<file path="src/hw/sdram_cmd_pkg.sv">
// Shared constants, types and states of the SDRAM command block
package sdram_cmd_pkg;

  // Clock and timing
  localparam int CLOCK_NS = 100;
  localparam int RETENTION_NS = 64_000_000;
  localparam int ROW_COUNT = 4096;
  localparam int ROW_BITS = 12;
  localparam int ROW_INTERVAL_NS = RETENTION_NS / ROW_COUNT;
  localparam int ROW_INTERVAL_RAW = ROW_INTERVAL_NS / CLOCK_NS;
  localparam int ROW_INTERVAL_CYCLES =
    (ROW_INTERVAL_RAW < 1) ? 1 : ROW_INTERVAL_RAW;
  localparam int SR_TIMER_W = $clog2(ROW_INTERVAL_CYCLES + 1);
  localparam logic [SR_TIMER_W-1:0] SR_TIMER_LAST =
    SR_TIMER_W'(ROW_INTERVAL_CYCLES - 1);
  localparam logic [SR_TIMER_W-1:0] SR_TIMER_ZERO = '0;

  // Power-down exit time, a plain default
  localparam int POWERDOWN_EXIT_NS = 100;
  localparam int PDE_RAW = (POWERDOWN_EXIT_NS + CLOCK_NS - 1) / CLOCK_NS;
  localparam int POWERDOWN_EXIT_CYCLES = (PDE_RAW < 1) ? 1 : PDE_RAW;
  localparam int PDE_W = 4;
  localparam logic [PDE_W-1:0] PDE_LOAD = PDE_W'(POWERDOWN_EXIT_CYCLES - 1);
  localparam logic [PDE_W-1:0] PDE_ZERO = '0;

  // Data path
  localparam int BYTE_LANES = 4;
  localparam int LATENCY_W = 2;
  localparam logic [BYTE_LANES-1:0] LANES_OFF = '1;
  localparam logic [BYTE_LANES-1:0] LANES_NONE = '0;

  // Command pins as sampled on the rising edge
  typedef struct packed {
    logic chip_select_n;
    logic row_strobe_n;
    logic column_strobe_n;
    logic write_strobe_n;
    logic clock_gate;
  } cmd_pins_s;

  typedef enum logic [1:0] {
    ST_ACTIVE = 2'b00,
    ST_POWER_DOWN = 2'b01,
    ST_PD_EXIT = 2'b10,
    ST_SELF_REFRESH = 2'b11
  } power_state_e;

endpackage

</file>
<file path="src/hw/latency_timer.sv">
// Counts the CAS latency after a read burst stop
`timescale 1ns/1ps
module latency_timer #(
  parameter int W = 2
) (
  input wire logic clock,
  input wire logic rstn,
  input wire logic en,
  input wire logic start,
  input wire logic [W-1:0] latency,
  output logic done,
  output logic busy
);
  logic [W-1:0] count;
  localparam logic [W-1:0] ONE = W'(1);
  localparam logic [W-1:0] ZERO = '0;

  assign busy = (count != ZERO);

  always_ff @(posedge clock or negedge rstn) begin
    if (!rstn) begin
      count <= '0;
      done <= 1'b0;
    end else if (en) begin
      done <= (count == ONE);
      if (start) begin
        count <= latency;
      end else if (busy) begin
        count <= count - ONE;
      end
    end
  end
endmodule

</file>
<file path="src/hw/refresh_row.sv">
// Internal refresh row counter with a strobe per refreshed row
`timescale 1ns/1ps
module refresh_row #(
  parameter int ROW_W = 12
) (
  input wire logic clock,
  input wire logic rstn,
  input wire logic en,
  input wire logic step,
  output logic strobe,
  output logic [ROW_W-1:0] row
);
  logic [ROW_W-1:0] count;

  always_ff @(posedge clock or negedge rstn) begin
    if (!rstn) begin
      count <= '0;
      row <= '0;
      strobe <= 1'b0;
    end else if (en) begin
      strobe <= step;
      if (step) begin
        row <= count;
        count <= count + ROW_W'(1);
      end
    end
  end
endmodule

</file>
<file path="src/hw/sdram_cmd_ctrl.sv">
// SDRAM command decode, refresh, clock suspend and power-down control
// Overview of operation
// - Chip selected with all three strobes high does nothing.
// - Selected, row and column strobes high, write strobe low: burst stop.
// - Burst stop leaves bursts with auto precharge running.
// - Read burst ends CAS latency cycles after burst stop.
// - Chip select high disables the decoder; strobes are ignored.
// - Row and column low, write high, gate high: auto refresh.
// - Each auto refresh advances the internal row counter by one.
// - Refresh command with gate low enters self refresh; gate only.
// - Self refresh times and addresses rows internally, without limit.
// - Gate low during a burst masks internal clock, state held.
// - Gate low with banks idle enters power-down, buffers off.
// - Gate high resumes clock; power-down exit waits exit time.
// - Byte mask high during write blocks that byte.
// - Byte mask high during read disables that byte's outputs.
`timescale 1ns/1ps
module sdram_cmd_ctrl #(
  parameter int ROW_W = sdram_cmd_pkg::ROW_BITS,
  parameter int LANES = sdram_cmd_pkg::BYTE_LANES
) (
  // Clock, reset, clock enable
  input wire logic CLOCK,
  input wire logic RSTN,
  input wire logic ENABLE,
  // Command pins
  input wire logic CHIP_SELECT_N,
  input wire logic ROW_STROBE_N,
  input wire logic COLUMN_STROBE_N,
  input wire logic WRITE_STROBE_N,
  input wire logic CLOCK_GATE,
  input wire logic [LANES-1:0] BYTE_MASK,
  // Core status
  input wire logic READ_BURST,
  input wire logic WRITE_BURST,
  input wire logic AUTO_PRECHARGE,
  input wire logic BANKS_IDLE,
  input wire logic [sdram_cmd_pkg::LATENCY_W-1:0] CAS_LATENCY,
  // Burst control
  output logic READ_STOP,
  output logic WRITE_STOP,
  // Refresh
  output logic REFRESH_STROBE,
  output logic [ROW_W-1:0] REFRESH_ROW,
  // Power and clock
  output logic SELF_REFRESH,
  output logic POWER_DOWN,
  output logic CLOCK_RUN,
  output logic BUFFERS_ON,
  // Data lanes
  output logic [LANES-1:0] BYTE_WRITE,
  output logic [LANES-1:0] DQ_OE_N
);
  import sdram_cmd_pkg::*;

  cmd_pins_s pins;
  power_state_e state;
  power_state_e next_state;
  logic gate_prev;
  logic wr_stopped;
  logic [SR_TIMER_W-1:0] sr_timer;
  logic [PDE_W-1:0] pde_count;
  logic rd_done;
  logic rd_wait;
  logic strobe;
  logic [ROW_W-1:0] row;

  assign pins = '{chip_select_n: CHIP_SELECT_N, row_strobe_n: ROW_STROBE_N,
                  column_strobe_n: COLUMN_STROBE_N,
                  write_strobe_n: WRITE_STROBE_N, clock_gate: CLOCK_GATE};

  // Decoder lives only on an unmasked internal clock in normal operation
  wire live = ENABLE && gate_prev && (state == ST_ACTIVE);
  wire selected = live && !pins.chip_select_n;
  wire cmd_nop = selected && pins.row_strobe_n && pins.column_strobe_n
                 && pins.write_strobe_n;
  wire cmd_stop = selected && pins.row_strobe_n && pins.column_strobe_n
                  && !pins.write_strobe_n;
  wire cmd_refresh_any = selected && !pins.row_strobe_n
                         && !pins.column_strobe_n && pins.write_strobe_n;
  wire cmd_auto_ref = cmd_refresh_any && pins.clock_gate;
  wire cmd_self = cmd_refresh_any && !pins.clock_gate;
  wire bursting = READ_BURST || WRITE_BURST;
  wire stop_ok = cmd_stop && !AUTO_PRECHARGE;
  wire stop_rd = stop_ok && READ_BURST && !rd_wait;
  wire stop_wr = stop_ok && WRITE_BURST;
  wire gate_off = live && !pins.clock_gate && !cmd_self;
  wire enter_pd = gate_off && !bursting && BANKS_IDLE;
  wire sr_tick = (state == ST_SELF_REFRESH) && (sr_timer == SR_TIMER_LAST);
  wire ref_step = cmd_auto_ref || sr_tick;
  wire pde_done = (pde_count == PDE_ZERO);
  wire next_run = (next_state == ST_ACTIVE) && pins.clock_gate;
  wire next_bufs = (next_state == ST_ACTIVE)
                   || (next_state == ST_PD_EXIT);
  wire write_ok = live && WRITE_BURST && !stop_wr && !wr_stopped;
  wire [LANES-1:0] next_byte_write =
    write_ok ? ~BYTE_MASK : LANES_NONE;
  wire [LANES-1:0] next_oe_n =
    (live && READ_BURST) ? BYTE_MASK : LANES_OFF;

  always_comb begin
    next_state = state;
    case (state)
      ST_ACTIVE: begin
        if (cmd_self) begin
          next_state = ST_SELF_REFRESH;
        end else if (enter_pd) begin
          next_state = ST_POWER_DOWN;
        end
      end
      ST_POWER_DOWN: begin
        if (pins.clock_gate) begin
          next_state = ST_PD_EXIT;
        end
      end
      ST_PD_EXIT: begin
        if (pde_done) begin
          next_state = ST_ACTIVE;
        end
      end
      ST_SELF_REFRESH: begin
        // Exit needs only the gate; every other pin is ignored here
        if (pins.clock_gate) begin
          next_state = ST_ACTIVE;
        end
      end
      default: begin
        next_state = ST_ACTIVE;
      end
    endcase
  end

  always_ff @(posedge CLOCK or negedge RSTN) begin
    if (!RSTN) begin
      state <= ST_ACTIVE;
      gate_prev <= 1'b1;
      SELF_REFRESH <= 1'b0;
      POWER_DOWN <= 1'b0;
      CLOCK_RUN <= 1'b1;
      BUFFERS_ON <= 1'b1;
    end else if (ENABLE) begin
      state <= next_state;
      gate_prev <= pins.clock_gate;
      SELF_REFRESH <= (next_state == ST_SELF_REFRESH);
      POWER_DOWN <= (next_state == ST_POWER_DOWN)
                    || (next_state == ST_PD_EXIT);
      CLOCK_RUN <= next_run;
      BUFFERS_ON <= next_bufs;
    end
  end

  // Self refresh runs off the block clock; a stopped clock stalls it
  always_ff @(posedge CLOCK or negedge RSTN) begin
    if (!RSTN) begin
      sr_timer <= '0;
      pde_count <= '0;
    end else if (ENABLE) begin
      if (state != ST_SELF_REFRESH || sr_tick) begin
        sr_timer <= SR_TIMER_ZERO;
      end else begin
        sr_timer <= sr_timer + SR_TIMER_W'(1);
      end
      if (state == ST_POWER_DOWN) begin
        pde_count <= PDE_LOAD;
      end else if (!pde_done) begin
        pde_count <= pde_count - PDE_W'(1);
      end
    end
  end

  always_ff @(posedge CLOCK or negedge RSTN) begin
    if (!RSTN) begin
      wr_stopped <= 1'b0;
      WRITE_STOP <= 1'b0;
      BYTE_WRITE <= LANES_NONE;
      DQ_OE_N <= LANES_OFF;
    end else if (ENABLE) begin
      // Held through a clock suspend so a stopped write stays stopped
      if (stop_wr) begin
        wr_stopped <= 1'b1;
      end else if (!WRITE_BURST) begin
        wr_stopped <= 1'b0;
      end
      WRITE_STOP <= stop_wr;
      BYTE_WRITE <= next_byte_write;
      DQ_OE_N <= next_oe_n;
    end
  end

  // Read data keeps flowing for the latency; the core drops the burst then
  latency_timer #(.W(LATENCY_W)) read_stop_timer (
    .clock(CLOCK),
    .rstn(RSTN),
    .en(ENABLE && gate_prev),
    .start(stop_rd),
    .latency(CAS_LATENCY),
    .done(rd_done),
    .busy(rd_wait)
  );

  refresh_row #(.ROW_W(ROW_W)) row_counter (
    .clock(CLOCK),
    .rstn(RSTN),
    .en(ENABLE),
    .step(ref_step),
    .strobe(strobe),
    .row(row)
  );

  assign READ_STOP = rd_done;
  assign REFRESH_STROBE = strobe;
  assign REFRESH_ROW = row;

  // Helper for the row stepping check
  logic seen_strobe;
  logic [ROW_W-1:0] last_row;
  always_ff @(posedge CLOCK or negedge RSTN) begin
    if (!RSTN) begin
      seen_strobe <= 1'b0;
      last_row <= '0;
    end else if (ENABLE && strobe) begin
      seen_strobe <= 1'b1;
      last_row <= row;
    end
  end
endmodule

</file>
<file path="config.mk">
export PLATFORM = sky130hd
export DESIGN_NAME = sdram_cmd_ctrl
export DESIGN_NICKNAME = d
export VERILOG_FILES = /design/src/hw/sdram_cmd_pkg.sv /design/src/hw/latency_timer.sv /design/src/hw/refresh_row.sv /design/src/hw/sdram_cmd_ctrl.sv
export SDC_FILE = /design/constraint.sdc
export NUM_CORES = 1
export LEC_CHECK = 0
export BUFFER_PORTS_ARGS = -buffer_cell sky130_fd_sc_hd__buf_2
export CELL_PAD_IN_SITES_DETAIL_PLACEMENT = 0
export CELL_PAD_IN_SITES_GLOBAL_PLACEMENT = 1
export CORE_ASPECT_RATIO = 0.7
export CORE_MARGIN = 5
export CORE_UTILIZATION = 47
export CTS_BUF_LIST = sky130_fd_sc_hd__clkbuf_16
export DETAILED_ROUTE_END_ITERATION = 8
export PLACE_DENSITY = 0.87
export SYNTH_ARGS = -nofsm -noshare
export SYNTH_HDL_FRONTEND = slang
export SYNTH_SLANG_ARGS = --single-unit
</file>
<file path="constraint.sdc">
create_clock -name CLOCK -period 4.47 [get_ports CLOCK]
set_input_delay 0.447 -clock CLOCK [delete_from_list [all_inputs] [get_ports CLOCK]]
set_output_delay 0.447 -clock CLOCK [all_outputs]
set_load 0.01 [all_outputs]
</file>
* Word-level counts from Yosys, hierarchy flattened *
Index checks and enable logic that the tools add are counted.

storage, ports and cells
  register bits = 57
  bits of input ports = 18

cells by class
  add/sub/neg operators = 4
  equality and inequality tests = 11
  mux-type cells = 15
  bitwise logic cells = 1
  reductions and logical operators = 50

operators with widths
  cell                                                                     count
  1-bit logical AND                                                        25
  4-bit two-way mux                                                        4
  2-bit two-way mux                                                        7
  12-bit by 1-bit adder with 12-bit output, second input constant          1
  1-bit logical NOT                                                        11
  8-bit by 1-bit adder with 8-bit output, second input constant            1
  2-bit == test, second input constant                                     4
  8-bit == test, second input constant                                     1
  8-bit two-way mux                                                        1
  2-bit case mux with 4 select lines                                       1
  2-bit AND reduction                                                      4
  2-bit by 1-bit == test with 1-bit output, second input constant          3
  1-bit logical OR                                                         5
  2-bit logical NOT                                                        2
  4-bit logical NOT                                                        1
  2-bit by 1-bit inequality test with 1-bit output, second input constant  2
  4-bit NOT                                                                1
  2-bit nonzero test                                                       2
  4-bit by 1-bit subtractor with 4-bit output, second input constant       1
  1-bit two-way mux                                                        2
  2-bit inequality test, second input constant                             1
  2-bit by 1-bit subtractor with 2-bit output, second input constant       1

* Depth between registers and ports, before layout *
Gate-level depths: netlist of the first run.

  depth in word-level cells = 16
  mapped depth = 10
  gate-level depth less buffers = 10

* Cells and area by module *
A second synthesis of the first run with hierarchy kept.

unflattened totals
  cells, all modules = 236
  area total of the unflattened synthesis = 2745.1 sq um

modules (own cells, without submodules)
  module          instances  cells an instance  area an instance (sq um)  seq. area each (sq um)
  sdram_cmd_ctrl  1          142                1531.5                    734.5
  refresh_row     1          75                 1032.2                    625.6
  latency_timer   1          19                 181.4                     75.1

* Worst setup path before layout of the first run *
Ideal clock, no wire load.

  path type = in2reg
  start = input CHIP_SELECT_N
  end = register POWER_DOWN
  library setup time = 0.125 ns
  data arrival time = 1.693 ns
  required time = 4.345 ns
  slack = 2.652 ns
  stages on the path = 6
  buffers on the path = 0
  cells stage by stage = nor4b_2 -> a21o_1 -> a21oi_1 -> or2_1 -> ha_1 -> mux2_2

between the ends
  cells in the longest elaborated chain, start to end = 15

ends and longest elaborated chain
  element                                                                           RTL line                                      source
  start, declared                                                                   sdram_cmd_ctrl.sv:27                          input wire logic CHIP_SELECT_N,
  1-bit logical NOT *                                                               sdram_cmd_ctrl.sv:74                          wire selected = live && !pins.chip_select_n;
  1-bit logical AND *                                                               sdram_cmd_ctrl.sv:74
  1-bit logical AND *                                                               sdram_cmd_ctrl.sv:79                          wire cmd_refresh_any = selected && !pins.row_strobe_n
  1-bit logical AND * (2 in a row)                                                  sdram_cmd_ctrl.sv:80                          && !pins.column_strobe_n && pins.write_strobe_n;
  1-bit logical AND *                                                               sdram_cmd_ctrl.sv:82                          wire cmd_self = cmd_refresh_any && !pins.clock_gate;
  1-bit logical NOT                                                                 sdram_cmd_ctrl.sv:87                          wire gate_off = live && !pins.clock_gate && !cmd_self;
  1-bit logical AND                                                                 sdram_cmd_ctrl.sv:87
  1-bit logical AND (2 in a row)                                                    sdram_cmd_ctrl.sv:88                          wire enter_pd = gate_off && !bursting && BANKS_IDLE;
  2-bit two-way mux                                                                 sdram_cmd_ctrl.sv:107                         end else if (enter_pd) begin
  2-bit two-way mux *                                                               sdram_cmd_ctrl.sv:105                         if (cmd_self) begin
  2-bit case mux with 4 select lines *                                              sdram_cmd_ctrl.sv:103                         case (state)
  2-bit by 1-bit == test with 1-bit output / 2-bit == test (equally long branches)  sdram_cmd_ctrl.sv:145, sdram_cmd_ctrl.sv:146
  1-bit logical OR *                                                                sdram_cmd_ctrl.sv:146                         || (next_state == ST_PD_EXIT);
  end signal, assigned                                                              sdram_cmd_ctrl.sv:145                         POWER_DOWN <= (next_state == ST_POWER_DOWN)
  end, declared                                                                     sdram_cmd_ctrl.sv:47                          output logic POWER_DOWN,

Mark *: on every way between the ends. The rest lies on a longest branch, timed or not.
A chain may end at the register's enable or synchronous reset.

* Worst setup path after layout of the first run *
  start = register state[0]
  end = register row_counter.row[10]

between the ends
  cells in the longest elaborated chain, start to end = 9

ends and longest elaborated chain
  element                                 RTL line               source
  start, declared                         sdram_cmd_ctrl.sv:57   power_state_e state;
  start signal, assigned                  sdram_cmd_ctrl.sv:142  state <= next_state;
  2-bit logical NOT                       sdram_cmd_ctrl.sv:73   wire live = ENABLE && gate_prev && (state == ST_ACTIVE);
  1-bit logical AND                       sdram_cmd_ctrl.sv:73
  1-bit logical AND                       sdram_cmd_ctrl.sv:74
  1-bit logical AND                       sdram_cmd_ctrl.sv:79
  1-bit logical AND (2 in a row)          sdram_cmd_ctrl.sv:80
  1-bit logical AND                       sdram_cmd_ctrl.sv:81   wire cmd_auto_ref = cmd_refresh_any && pins.clock_gate;
  1-bit logical OR *                      sdram_cmd_ctrl.sv:90   wire ref_step = cmd_auto_ref || sr_tick;
  2-bit AND reduction (no source line) *  n/a
  end signal, assigned                    refresh_row.sv:23      row <= count;
  end, declared                           refresh_row.sv:11      output logic [ROW_W-1:0] row

Marked as above.

==> run summary, run 1 <==
Post-synth EDFFs: 0
# DRC: 0
Area taken by multi-input logic gates: 1140 µm²
Post-synth ARST share: 100%
Area leader, netlist: dfrtp_1
CORE AREA: 5610 µm²
Reg area: 1440 µm²
Hold Buf Count CTS: 0
Routed Antenna Nets: 0
Sw Ratio: 22.5%
Final Power: 0.00130 W
Psw: 0.000293 W
Crit path required time: 4.67 ns
Share of cells above drive strength 1: 27.6%
Final period util: 50.9%
Clk sink count: 57
Cell total after placement: 342
Non-filler cells, final: 358
Largest net degree at the start of global routing: 58
CP Launch Type: flip-flop
Clk_lat worst skew: 0.32 ns
Critical Path Fanout Max: 24
Most common cell after layout, fill and taps aside: dfrtp_1
Avg Cell Area, Syn: 11.6 µm²
Initial Util: 47.5%
Final net count: 304
Worst clock skew: 0.00527 ns
Deepest level of the CTS H-tree: 3
Max Cap Viol: 0
Post-place instance area: 2940 µm²
Initial antenna violation count: 0
# diodes: 0
Most frequent cells in the layout: dfrtp_1, buf_2, nand2_1, nor2_1
TritonRoute pass-1 iters: 4
Leak pwr: 1.62 nW
Synth top area cells: dfrtp_1, dfstp_2, mux2_1
Slew of the pin with the lowest slew margin: 0.896 ns
Row cnt: 23
Pins Over Slew Limit: 0
Clock transition at path regs: 0.05 ns
Dpl hpwl: 3540 µm
Final Setup Violations: 0
Yosys cell types: 48
Final Hold Vio Count: 0
Top-area cell type share of the netlist area: 46.9%
Setup TNS: 0 ns
Status: finished clean
Comb pwr share: 8.6%
Slew headroom: 40.3%
Grt ovf: 0
Vias in the first global route: 1845
Clk pwr share: 48.7%
Flop pwr share: 42.6%
Final wirelength: 5130 µm
# Post-CTS Setup Buffers: 0
Worst Hold Class: input port to async pin
Yosys reg bits: 57
Fin crit period: 2.28 ns
Ys flop type: dfrtp_1
Cells after synthesis: 230
Crit path capture type: flip-flop
Peak supply drop: 226 µV
Unrepaired setup endpoints after global routing: false
CTS Buf Count: 9
Post-cts sizing count: 0
Finished Core Util: 57.3%
Die Span Y: 73.0 µm
Routed WL per cell: 14.3 µm
Clk buf depth: 2
Pint: 0.00101 W
# fillers: 480
Initial DRC count: 133
Design Area, Final: 3220 µm²
Die width: 100 µm
# IOs: 45
CTS tree: built
Clk root buf: clkbuf_16
Vias per inst: 5.14
Syn_nets: 256
Sequential area share after synthesis: 53.8%
Arrival @ worst endpoint: 2.48 ns
Kind of critical path: flip-flop to flip-flop
GPL Wtd Cong: 0.766
Synthesized cell area: 2670 µm²
Yosys warns: 0
Port Buffers: 44
FMAX: 0.439 GHz
Power Density: 404 nW/µm²
Total track usage: 15.4%
Vias: 1839
Layout area overhead: 20.6%
Die area: 7300 µm²
First-pass GRT wire length: 8680 µm
## state kept, by name (all words and copies together), names as in the netlist
register	cells
WRITE_STOP	1
row_counter.row	12
sr_timer	8
BUFFERS_ON	1
read_stop_timer.done	1
read_stop_timer.count	2
state	2
SELF_REFRESH	1
CLOCK_RUN	1
POWER_DOWN	1
wr_stopped	1
pde_count	4
DQ_OE_N	4
BYTE_WRITE	4
gate_prev	1
row_counter.count	12
row_counter.strobe	1
## per-stage QoR
step / hold WS [ns] / worst slack [ns]
6_report: 0.254 / 2.19
5_1_grt: 0.306 / 2.07
4_1_cts: 0.286 / 2.16
3_5_place_dp: 0.460 / 1.93
3_3_place_gp: 0.451 / 1.96
2_1_floorplan: 0.151 / 2.65
## synthesized netlist by cell type (all sizes together) (2+ instances only)
cell     count
o21ai       12
mux2i        3
clkbuf       4
buf          4
nor3         6
xor2        10
o2bb2ai      5
nand2       20
nand2b       2
inv         11
dfstp        7
ha           8
xnor2        5
o22a         4
a21oi        6
nor2b        2
nor4b        2
nand3        8
a32oi        2
nand4        3
mux2        17
dfrtp       50
and3         2
nor2        19
## cell families after synthesis
family,share of synthesized area [%]
buffers and inverters,3.43
adders and majority gates,3.75
AOI/OAI and AO/OA,10.6
xor gates and xnor gates,4.93
muxes,8.31
DFF,53.8
and+or+nand+nor,15.2
## routing by layer
metal / vias to the layer above / part of all wire, % / GRT usage (%)
met5: - / 0 / 0
met1: 869 / 51 / 21.6
met2: 49 / 41 / 21.4
met3: 9 / 6.5 / 6.69
li1: 912 / - / -
met4: 0 / 1.5 / 5.08
## power by group through the flow
stage,logic [W],registers [W],clock network [W]
finish,0.000112,0.000554,0.000634
global route,0.000129,0.000556,0.000674
CTS,0.000116,0.000554,0.000645
detailed placement,0.000115,0.000562,0
global placement,0.000110,0.000562,0
floorplan,0.0000650,0.000564,0
## path summary, 6_finish.rpt
path                            slack [ns]                         startpoint  cells past startpoint                           endpoint
worst max-delay path                  2.19               state[0]$_DFFE_PN0P_                      4    row_counter.row[10]$_DFFE_PN0P_
worst min-delay path                  0.25                               RSTN                      2     row_counter.row[9]$_DFFE_PN0P_
worst max register to register        2.19               state[0]$_DFFE_PN0P_                      4    row_counter.row[10]$_DFFE_PN0P_
worst min register to register        0.46  row_counter.count[11]$_DFFE_PN0P_                      1  row_counter.count[11]$_DFFE_PN0P_
max in group asynchronous             3.76                               RSTN                      2   read_stop_timer.done$_DFFE_PN0N_
min in group CLOCK                    0.31                       BYTE_MASK[2]                      2          BYTE_WRITE[2]$_DFFE_PN0P_
## worst max-delay path, stage by stage, from the launching register on
cell and delay (ns):
dfrtp_1 0.49, and4bb_4 0.30, and2_2 0.20, a32oi_4 0.76, mux2_1 0.39
## layout make-up
class,count,area share [%]
Clock buffer,9,7.00
Clock inverter,7,1.67
Inverter,11,1.28
Multi-Input combinational cell,154,35.4
Sequential cell,57,44.6
Tap cell,75,2.92
Timing Repair Buffer,45,7.08
(Power assumes the default switching activity.)
==> run 2: changes to the inputs <==
--- a/config.mk
+++ b/config.mk
@@ -10,10 +10,10 @@
 export CELL_PAD_IN_SITES_GLOBAL_PLACEMENT = 1
 export CORE_ASPECT_RATIO = 0.7
 export CORE_MARGIN = 5
-export CORE_UTILIZATION = 47
+export CORE_UTILIZATION = 44
 export CTS_BUF_LIST = sky130_fd_sc_hd__clkbuf_16
 export DETAILED_ROUTE_END_ITERATION = 8
-export PLACE_DENSITY = 0.87
+export PLACE_DENSITY = 0.83
 export SYNTH_ARGS = -nofsm -noshare
 export SYNTH_HDL_FRONTEND = slang
 export SYNTH_SLANG_ARGS = --single-unit
==> constraint.sdc (replaced) <==
create_clock -name CLOCK -period 2.35 [get_ports CLOCK]
set_input_delay 0.235 -clock CLOCK [delete_from_list [all_inputs] [get_ports CLOCK]]
set_output_delay 0.235 -clock CLOCK [all_outputs]
set_load 0.01 [all_outputs]
==> run summary, run 2 (synthesis gave the netlist of run 1 again) <==
Status: finished clean (unchanged)
Crit path required time: 2.59 ns (was 4.67 ns)
Layout area overhead: 21.7% (was 20.6%)
Worst Hold Class: input port to flip-flop (was input port to async pin)
# Post-CTS Setup Buffers: 0 (unchanged)
Most common cell after layout, fill and taps aside: dfrtp_1 (unchanged)
Worst setup margin: 0.387 ns (was 2.19 ns)
Routed WL per cell: 14.9 µm (was 14.3 µm)
Final net count: 309 (was 304)
Sw Ratio: 23.5% (was 22.5%)
Met2 WL: 2260 µm (was 2110 µm)
Power Density: 729 nW/µm² (was 404 nW/µm²)
Unrepaired setup endpoints after global routing: false (unchanged)
Setup TNS: 0 ns (unchanged)
Slew of the pin with the lowest slew margin: 0.531 ns (was 0.896 ns)
Die width: 103 µm (was 100 µm)
Arrival @ worst endpoint: 2.20 ns (was 2.48 ns)
Port Buffers: 44 (unchanged)
Vias per inst: 5.23 (was 5.14)
Vias: 1898 (was 1839)
Clock transition at path regs: 0.05 ns (about the same)
Die area: 7740 µm² (was 7300 µm²)
Slowest CP cell: dfrtp_1 (was a32oi_4)
Reg area: 1440 µm² (unchanged)
Initial DRC count: 62 (was 133)
Clk pwr share: 46.4% (was 48.7%)
Crit-path cells: and4bb_4 -> and2_2 -> a32oi_4 -> buf_12 -> nor4b_2 -> xor2_1 (was and4bb_4 -> and2_2 -> a32oi_4 -> mux2_1)
Critical Path Fanout Max: 24 (unchanged)
Die Span Y: 75.1 µm (was 73.0 µm)
Worst path max stage delay: 0.46 ns (was 0.76 ns)
Clk root buf: clkbuf_16 (unchanged)
Final wirelength: 5420 µm (was 5130 µm)
Delay-heaviest family, CP: simple AND/OR/NAND/NOR gates (was compound AO/OA/AOI/OAI gates)
Peak supply drop: 368 µV (was 226 µV)
Comb pwr share: 9.1% (was 8.6%)
Max layer used: met4 (unchanged)
Met3 routed WL: 382 µm (was 332 µm)
CTS tree: built (unchanged)
Slew headroom: 64.3% (was 40.3%)
CP Launch Type: flip-flop (unchanged)
Pins Over Slew Limit: 0 (unchanged)
# fillers: 511 (was 480)
Row cnt: 23 (unchanged)
Most frequent cells in the layout: dfrtp_1, buf_2, nand2_1, nor2_1 (unchanged)
Flop pwr share: 44.5% (was 42.6%)
Total track usage: 15.7% (was 15.4%)
Final period util: 83.5% (was 50.9%)
FMAX: 0.509 GHz (was 0.439 GHz)
Largest regs: row_counter.count: 12 flops, row_counter.row: 12 flops, sr_timer: 8 flops (unchanged)
Clk buf depth: 2 (unchanged)
Kind of critical path: flip-flop to flip-flop (unchanged)
Fin crit period: 1.96 ns (was 2.28 ns)
GPL Wtd Cong: 0.769 (was 0.766)
Max Cap Viol: 0 (unchanged)
Area taken by multi-input logic gates: 1140 µm² (unchanged)
Routed Antenna Nets: 0 (unchanged)
Initial Util: 45.9% (was 47.5%)
Clk_lat worst skew: 0.32 ns (about the same)
Final Hold Vio Count: 0 (unchanged)
Final Power: 0.00237 W (was 0.00130 W)
Metal-1 WL: 2730 µm (was 2620 µm)
Crit path capture type: flip-flop (unchanged)
Initial antenna violation count: 0 (unchanged)
Pint: 0.00181 W (was 0.00101 W)
Largest net degree at the start of global routing: 25 (was 58)
CORE AREA: 5810 µm² (was 5610 µm²)
Worst clock skew: 0.00433 ns (was 0.00527 ns)
# DRC: 0 (unchanged)
# diodes: 0 (unchanged)
Psw: 0.000556 W (was 0.000293 W)
TritonRoute pass-1 iters: 4 (unchanged)
Dpl hpwl: 3860 µm (was 3540 µm)
Grt ovf: 0 (unchanged)
# IOs: 45 (unchanged)
Deepest level of the CTS H-tree: 3 (unchanged)
Vias in the first global route: 1859 (was 1845)
CTS Buf Count: 9 (unchanged)
Place WS: 0.411 ns (was 1.93 ns)
Clk sink count: 57 (unchanged)
Final Setup Violations: 0 (unchanged)
Share of cells above drive strength 1: 28.8% (was 27.6%)
Critical path buffers and inverters: 1 (was 0)
Leak pwr: 1.64 nW (was 1.62 nW)
First-pass GRT wire length: 9140 µm (was 8680 µm)
-- run 2: cell count changes in the layout (fill, tap and decap cells not counted), sizes merged --
cell	previous run	this run
bufinv	1	0
buf	45	49
dlygate4sd3	0	1
clkinv	4	5
-- run 2: power by group through the flow --
stage          registers (W)  logic, W  clock network, W
2_1_floorplan        0.00107  0.000124                 0
3_3_place_gp         0.00107  0.000212                 0
3_5_place_dp         0.00107  0.000217                 0
4_1_cts              0.00105  0.000221           0.00112
5_1_grt              0.00106  0.000251           0.00117
6_report             0.00105  0.000216           0.00110
-- run 2: path summary, 6_finish.rpt --
path,start,to,slack [ns],cells past startpoint
max in group asynchronous,RSTN,DQ_OE_N[1]$_DFFE_PN1P_,1.26,3
min reg2reg,row_counter.count[11]$_DFFE_PN0P_,row_counter.count[11]$_DFFE_PN0P_,0.46,1
max,state[0]$_DFFE_PN0P_,row_counter.count[11]$_DFFE_PN0P_,0.39,6
min,BYTE_MASK[0],BYTE_WRITE[0]$_DFFE_PN0P_,0.11,2
min in group asynchronous,RSTN,BYTE_WRITE[3]$_DFFE_PN0P_,0.39,2
max reg2reg,state[0]$_DFFE_PN0P_,row_counter.count[11]$_DFFE_PN0P_,0.39,6
-- run 2: layout make-up --
type                    instances  share of cell area, %
flip-flops and latches         57                   44.2
repair buffers                 50                   8.64
well taps                      75                   2.89
inverters                      11                   1.27
clock buffers                   9                   6.94
clock inverters                 7                  0.925
multi-input cells             154                   35.1
-- run 2: worst reg2reg max path, cell delays in order, from the launching register on --
cell and delay [ns]:
dfrtp_1 0.46, and4bb_4 0.43, and2_2 0.20, a32oi_4 0.12
buf_12 0.18, nor4b_2 0.33, xor2_1 0.17
-- run 2: repair_timing --
action | CTS | global route
hold endpoints to repair | 16 | 0
hold buffers | 1 | 0
gates resized for setup | 0 | 0
-- run 2: metal layers --
metal / track usage, % / up-vias
met2: 21.9 / 79
li1: - / 914
met4: 5.17 / 0
met3: 6.30 / 4
met1: 22.5 / 901
met5: 0 / -
-- run 2: stage by stage --
stage | cell area (µm²) | hold WS (ns) | util (%) | cells
floorplan | 2670 | -0.0606 | - | 230
global placement | 2980 | 0.200 | 51.3 | 346
detailed placement | 2980 | 0.199 | 51.3 | 346
CTS | 3250 | 0.0930 | 55.8 | 363
global route | 3250 | 0.110 | 55.8 | 363
finish | 3250 | 0.106 | 55.8 | 363
==> run 3: changes to the inputs <==
==> constraint.sdc (replaced) <==
create_clock -name CLOCK -period 2 [get_ports CLOCK]
set_input_delay 0.2 -clock CLOCK [delete_from_list [all_inputs] [get_ports CLOCK]]
set_output_delay 0.2 -clock CLOCK [all_outputs]
set_load 0.01 [all_outputs]
==> run summary, run 3 (synthesis gave the netlist of run 1 again) <==
Status: finished clean (unchanged)
Crit path capture type: flip-flop (unchanged)
Unrepaired setup endpoints after global routing: false (unchanged)
Vias per inst: 5.20 (was 5.23)
Clk buf depth: 2 (unchanged)
Delay-heaviest family, CP: flip-flops (was simple AND/OR/NAND/NOR gates)
Vias: 1938 (was 1898)
Slew of the pin with the lowest slew margin: 0.549 ns (was 0.531 ns)
Setup TNS: 0 ns (unchanged)
Hold WS: 0.0639 ns (was 0.106 ns)
Clock transition at path regs: 0.05 ns (about the same)
GR Util met2: 20.6% (was 21.9%)
GPL Wtd Cong: 0.758 (was 0.769)
CP Launch Type: flip-flop (unchanged)
Most crowded layer after global routing: met1 (unchanged)
Routed WL per cell: 14.3 µm (was 14.9 µm)
Clk sink count: 57 (unchanged)
Hold depth: 2 (unchanged)
Crit path required time: 2.20 ns (was 2.59 ns)
Pins Over Slew Limit: 0 (unchanged)
Layout area overhead: 26.3% (was 21.7%)
FF-to-FF Start: pde_count[0]$_DFFE_PN0P_ (was state[0]$_DFFE_PN0P_)
Crit-path cells: inv_1 -> ha_1 -> nor2b_4 -> nand2b_4 -> o211ai_1 -> o221a_2 -> inv_1 -> ha_1 -> mux2_2 (was and4bb_4 -> and2_2 -> a32oi_4 -> buf_12 -> nor4b_2 -> xor2_1)
Port Buffers: 44 (unchanged)
Clk root buf: clkbuf_16 (unchanged)
R2r endpoint: SELF_REFRESH$_DFFE_PN0P_ (was row_counter.count[11]$_DFFE_PN0P_)
Largest net degree at the start of global routing: 35 (was 25)
Deepest level of the CTS H-tree: 3 (unchanged)
Initial Util: 45.9% (unchanged)
Peak supply drop: 474 µV (was 368 µV)
Dpl hpwl: 3840 µm (was 3860 µm)
Critical path buffers and inverters: 2 (was 1)
Share of cells above drive strength 1: 32.6% (was 28.8%)
Final Power: 0.00295 W (was 0.00237 W)
Final Setup Violations: 0 (unchanged)
# DRC: 0 (unchanged)
Initial antenna violation count: 0 (unchanged)
FMAX: 0.534 GHz (was 0.509 GHz)
Cell total after placement: 354 (was 346)
Non-filler cells, final: 373 (was 363)
Kind of critical path: flip-flop to flip-flop (unchanged)
Leak pwr: 1.71 nW (was 1.64 nW)
Die area: 7740 µm² (unchanged)
# diodes: 0 (unchanged)
Row cnt: 23 (unchanged)
Grt ovf: 0 (unchanged)
Worst Hold Class: input port to flip-flop (unchanged)
Arrival @ worst endpoint: 2.07 ns (was 2.20 ns)
Vias in the first global route: 1908 (was 1859)
Met1 usage in global routing: 23.2% (was 22.5%)
Most common cell after layout, fill and taps aside: dfrtp_1 (unchanged)
Critical Path Fanout Max: 4 (was 24)
Largest regs: row_counter.count: 12 flops, row_counter.row: 12 flops, sr_timer: 8 flops (unchanged)
Power Density: 875 nW/µm² (was 729 nW/µm²)
Total track usage: 15.7% (about the same)
Hold worst-path end: BYTE_WRITE[2]$_DFFE_PN0P_ (was BYTE_WRITE[0]$_DFFE_PN0P_)
Clk_lat worst skew: 0.32 ns (about the same)
Reg area: 1440 µm² (unchanged)
First-pass GRT wire length: 9180 µm (was 9140 µm)
Final wirelength: 5340 µm (was 5420 µm)
# fillers: 515 (was 511)
Max Cap Viol: 0 (unchanged)
TritonRoute pass-1 iters: 4 (unchanged)
Initial DRC count: 66 (was 62)
Global Route met3 Usage: 5.37% (was 6.30%)
HP Start: BYTE_MASK[2] (was BYTE_MASK[0])
Die width: 103 µm (unchanged)
Die Span Y: 75.1 µm (unchanged)
CORE AREA: 5810 µm² (unchanged)
CTS tree: built (unchanged)
# IOs: 45 (unchanged)
Most frequent cells in the layout: dfrtp_1, buf_2, nand2_1, nor2_1, buf_4 (was dfrtp_1, buf_2, nand2_1, nor2_1)
Worst clock skew: 0.00591 ns (was 0.00433 ns)
Final Hold Vio Count: 0 (unchanged)
Reg2Reg Depth: 9 (was 6)
Finished Core Util: 57.9% (was 55.8%)
Area taken by multi-input logic gates: 1150 µm² (was 1140 µm²)
Slowest CP cell: dfrtp_1 (unchanged)
Routed Antenna Nets: 0 (unchanged)
Slew headroom: 63.4% (was 64.3%)
Worst path max stage delay: 0.40 ns (was 0.46 ns)
Final period util: 93.6% (was 83.5%)
Fin crit period: 1.87 ns (was 1.96 ns)
Final net count: 319 (was 309)
R2r setup slk: 0.13 ns (was 0.39 ns)
CTS Buf Count: 9 (unchanged)
## run 3: cell types whose count changed in the layout (fill, tap and decap cells not counted), sizes merged
cell	delta
buf	+10
clkinv	-2
bufinv	+1
inv	-1
clkinvlp	+2
## run 3: through the flow
stage / cell area (µm²) / worst slack, ns
2_1_floorplan: 2670 / 0.192
3_5_place_dp: 3040 / 0.0486
6_report: 3370 / 0.128
3_3_place_gp: 3040 / 0.0735
5_1_grt: 3370 / 0.0127
4_1_cts: 3340 / 0.0480
## run 3: timing repair
action                     in CTS  in global routing
gates resized for setup         0                  3
hold buffers                    1                  0
buffers inserted                0                  2
hold endpoints to repair       19                  0
setup endpoints to repair       0                 11
## run 3: worst max path at each step
stage | cells past startpoint | slack [ns] | from | end
global placement | 5 | 0.07 | gate_prev$_DFFE_PN1P_ | row_counter.row[9]$_DFFE_PN0P_
CTS | 5 | 0.05 | gate_prev$_DFFE_PN1P_ | row_counter.row[4]$_DFFE_PN0P_
global route | 9 | 0.01 | pde_count[0]$_DFFE_PN0P_ | SELF_REFRESH$_DFFE_PN0P_
finish | 9 | 0.13 | pde_count[0]$_DFFE_PN0P_ | SELF_REFRESH$_DFFE_PN0P_
detailed placement | 5 | 0.05 | gate_prev$_DFFE_PN1P_ | row_counter.row[0]$_DFFE_PN0P_
floorplan | 6 | 0.19 | state[0]$_DFFE_PN0P_ | row_counter.count[1]$_DFFE_PN0P_
## run 3: worst reg2reg max path, cell delays in order, from the launching register on
cell and delay [ns]:
dfrtp_1 0.40, inv_1 0.07, ha_1 0.17, nor2b_4 0.18, nand2b_4 0.07, o211ai_1 0.15, o221a_2 0.24, inv_1 0.06
ha_1 0.18, mux2_2 0.25
## run 3: cell type report
type | count | area share [%]
Timing Repair Buffer | 60 | 10.5
Tap cell | 75 | 2.79
Multi-Input combinational cell | 154 | 34.3
Clock buffer | 9 | 6.69
Clock inverter | 7 | 1.86
Inverter | 11 | 1.23
Sequential cell | 57 | 42.6
## run 3: where the power goes
group	switching (W)	internal [W]	leakage (nW)
logic	0.000149	0.000113	0.805
clock network	0.000505	0.000948	0.140
registers	0.0000239	0.00121	0.762
total	0.000677	0.00227	1.71
## run 3: per-layer routing
layer	wire length (µm)	vias to the layer above
met4	80	0
met1	2870	925
met3	318	6
met5	0	-
met2	2070	59
li1	-	948
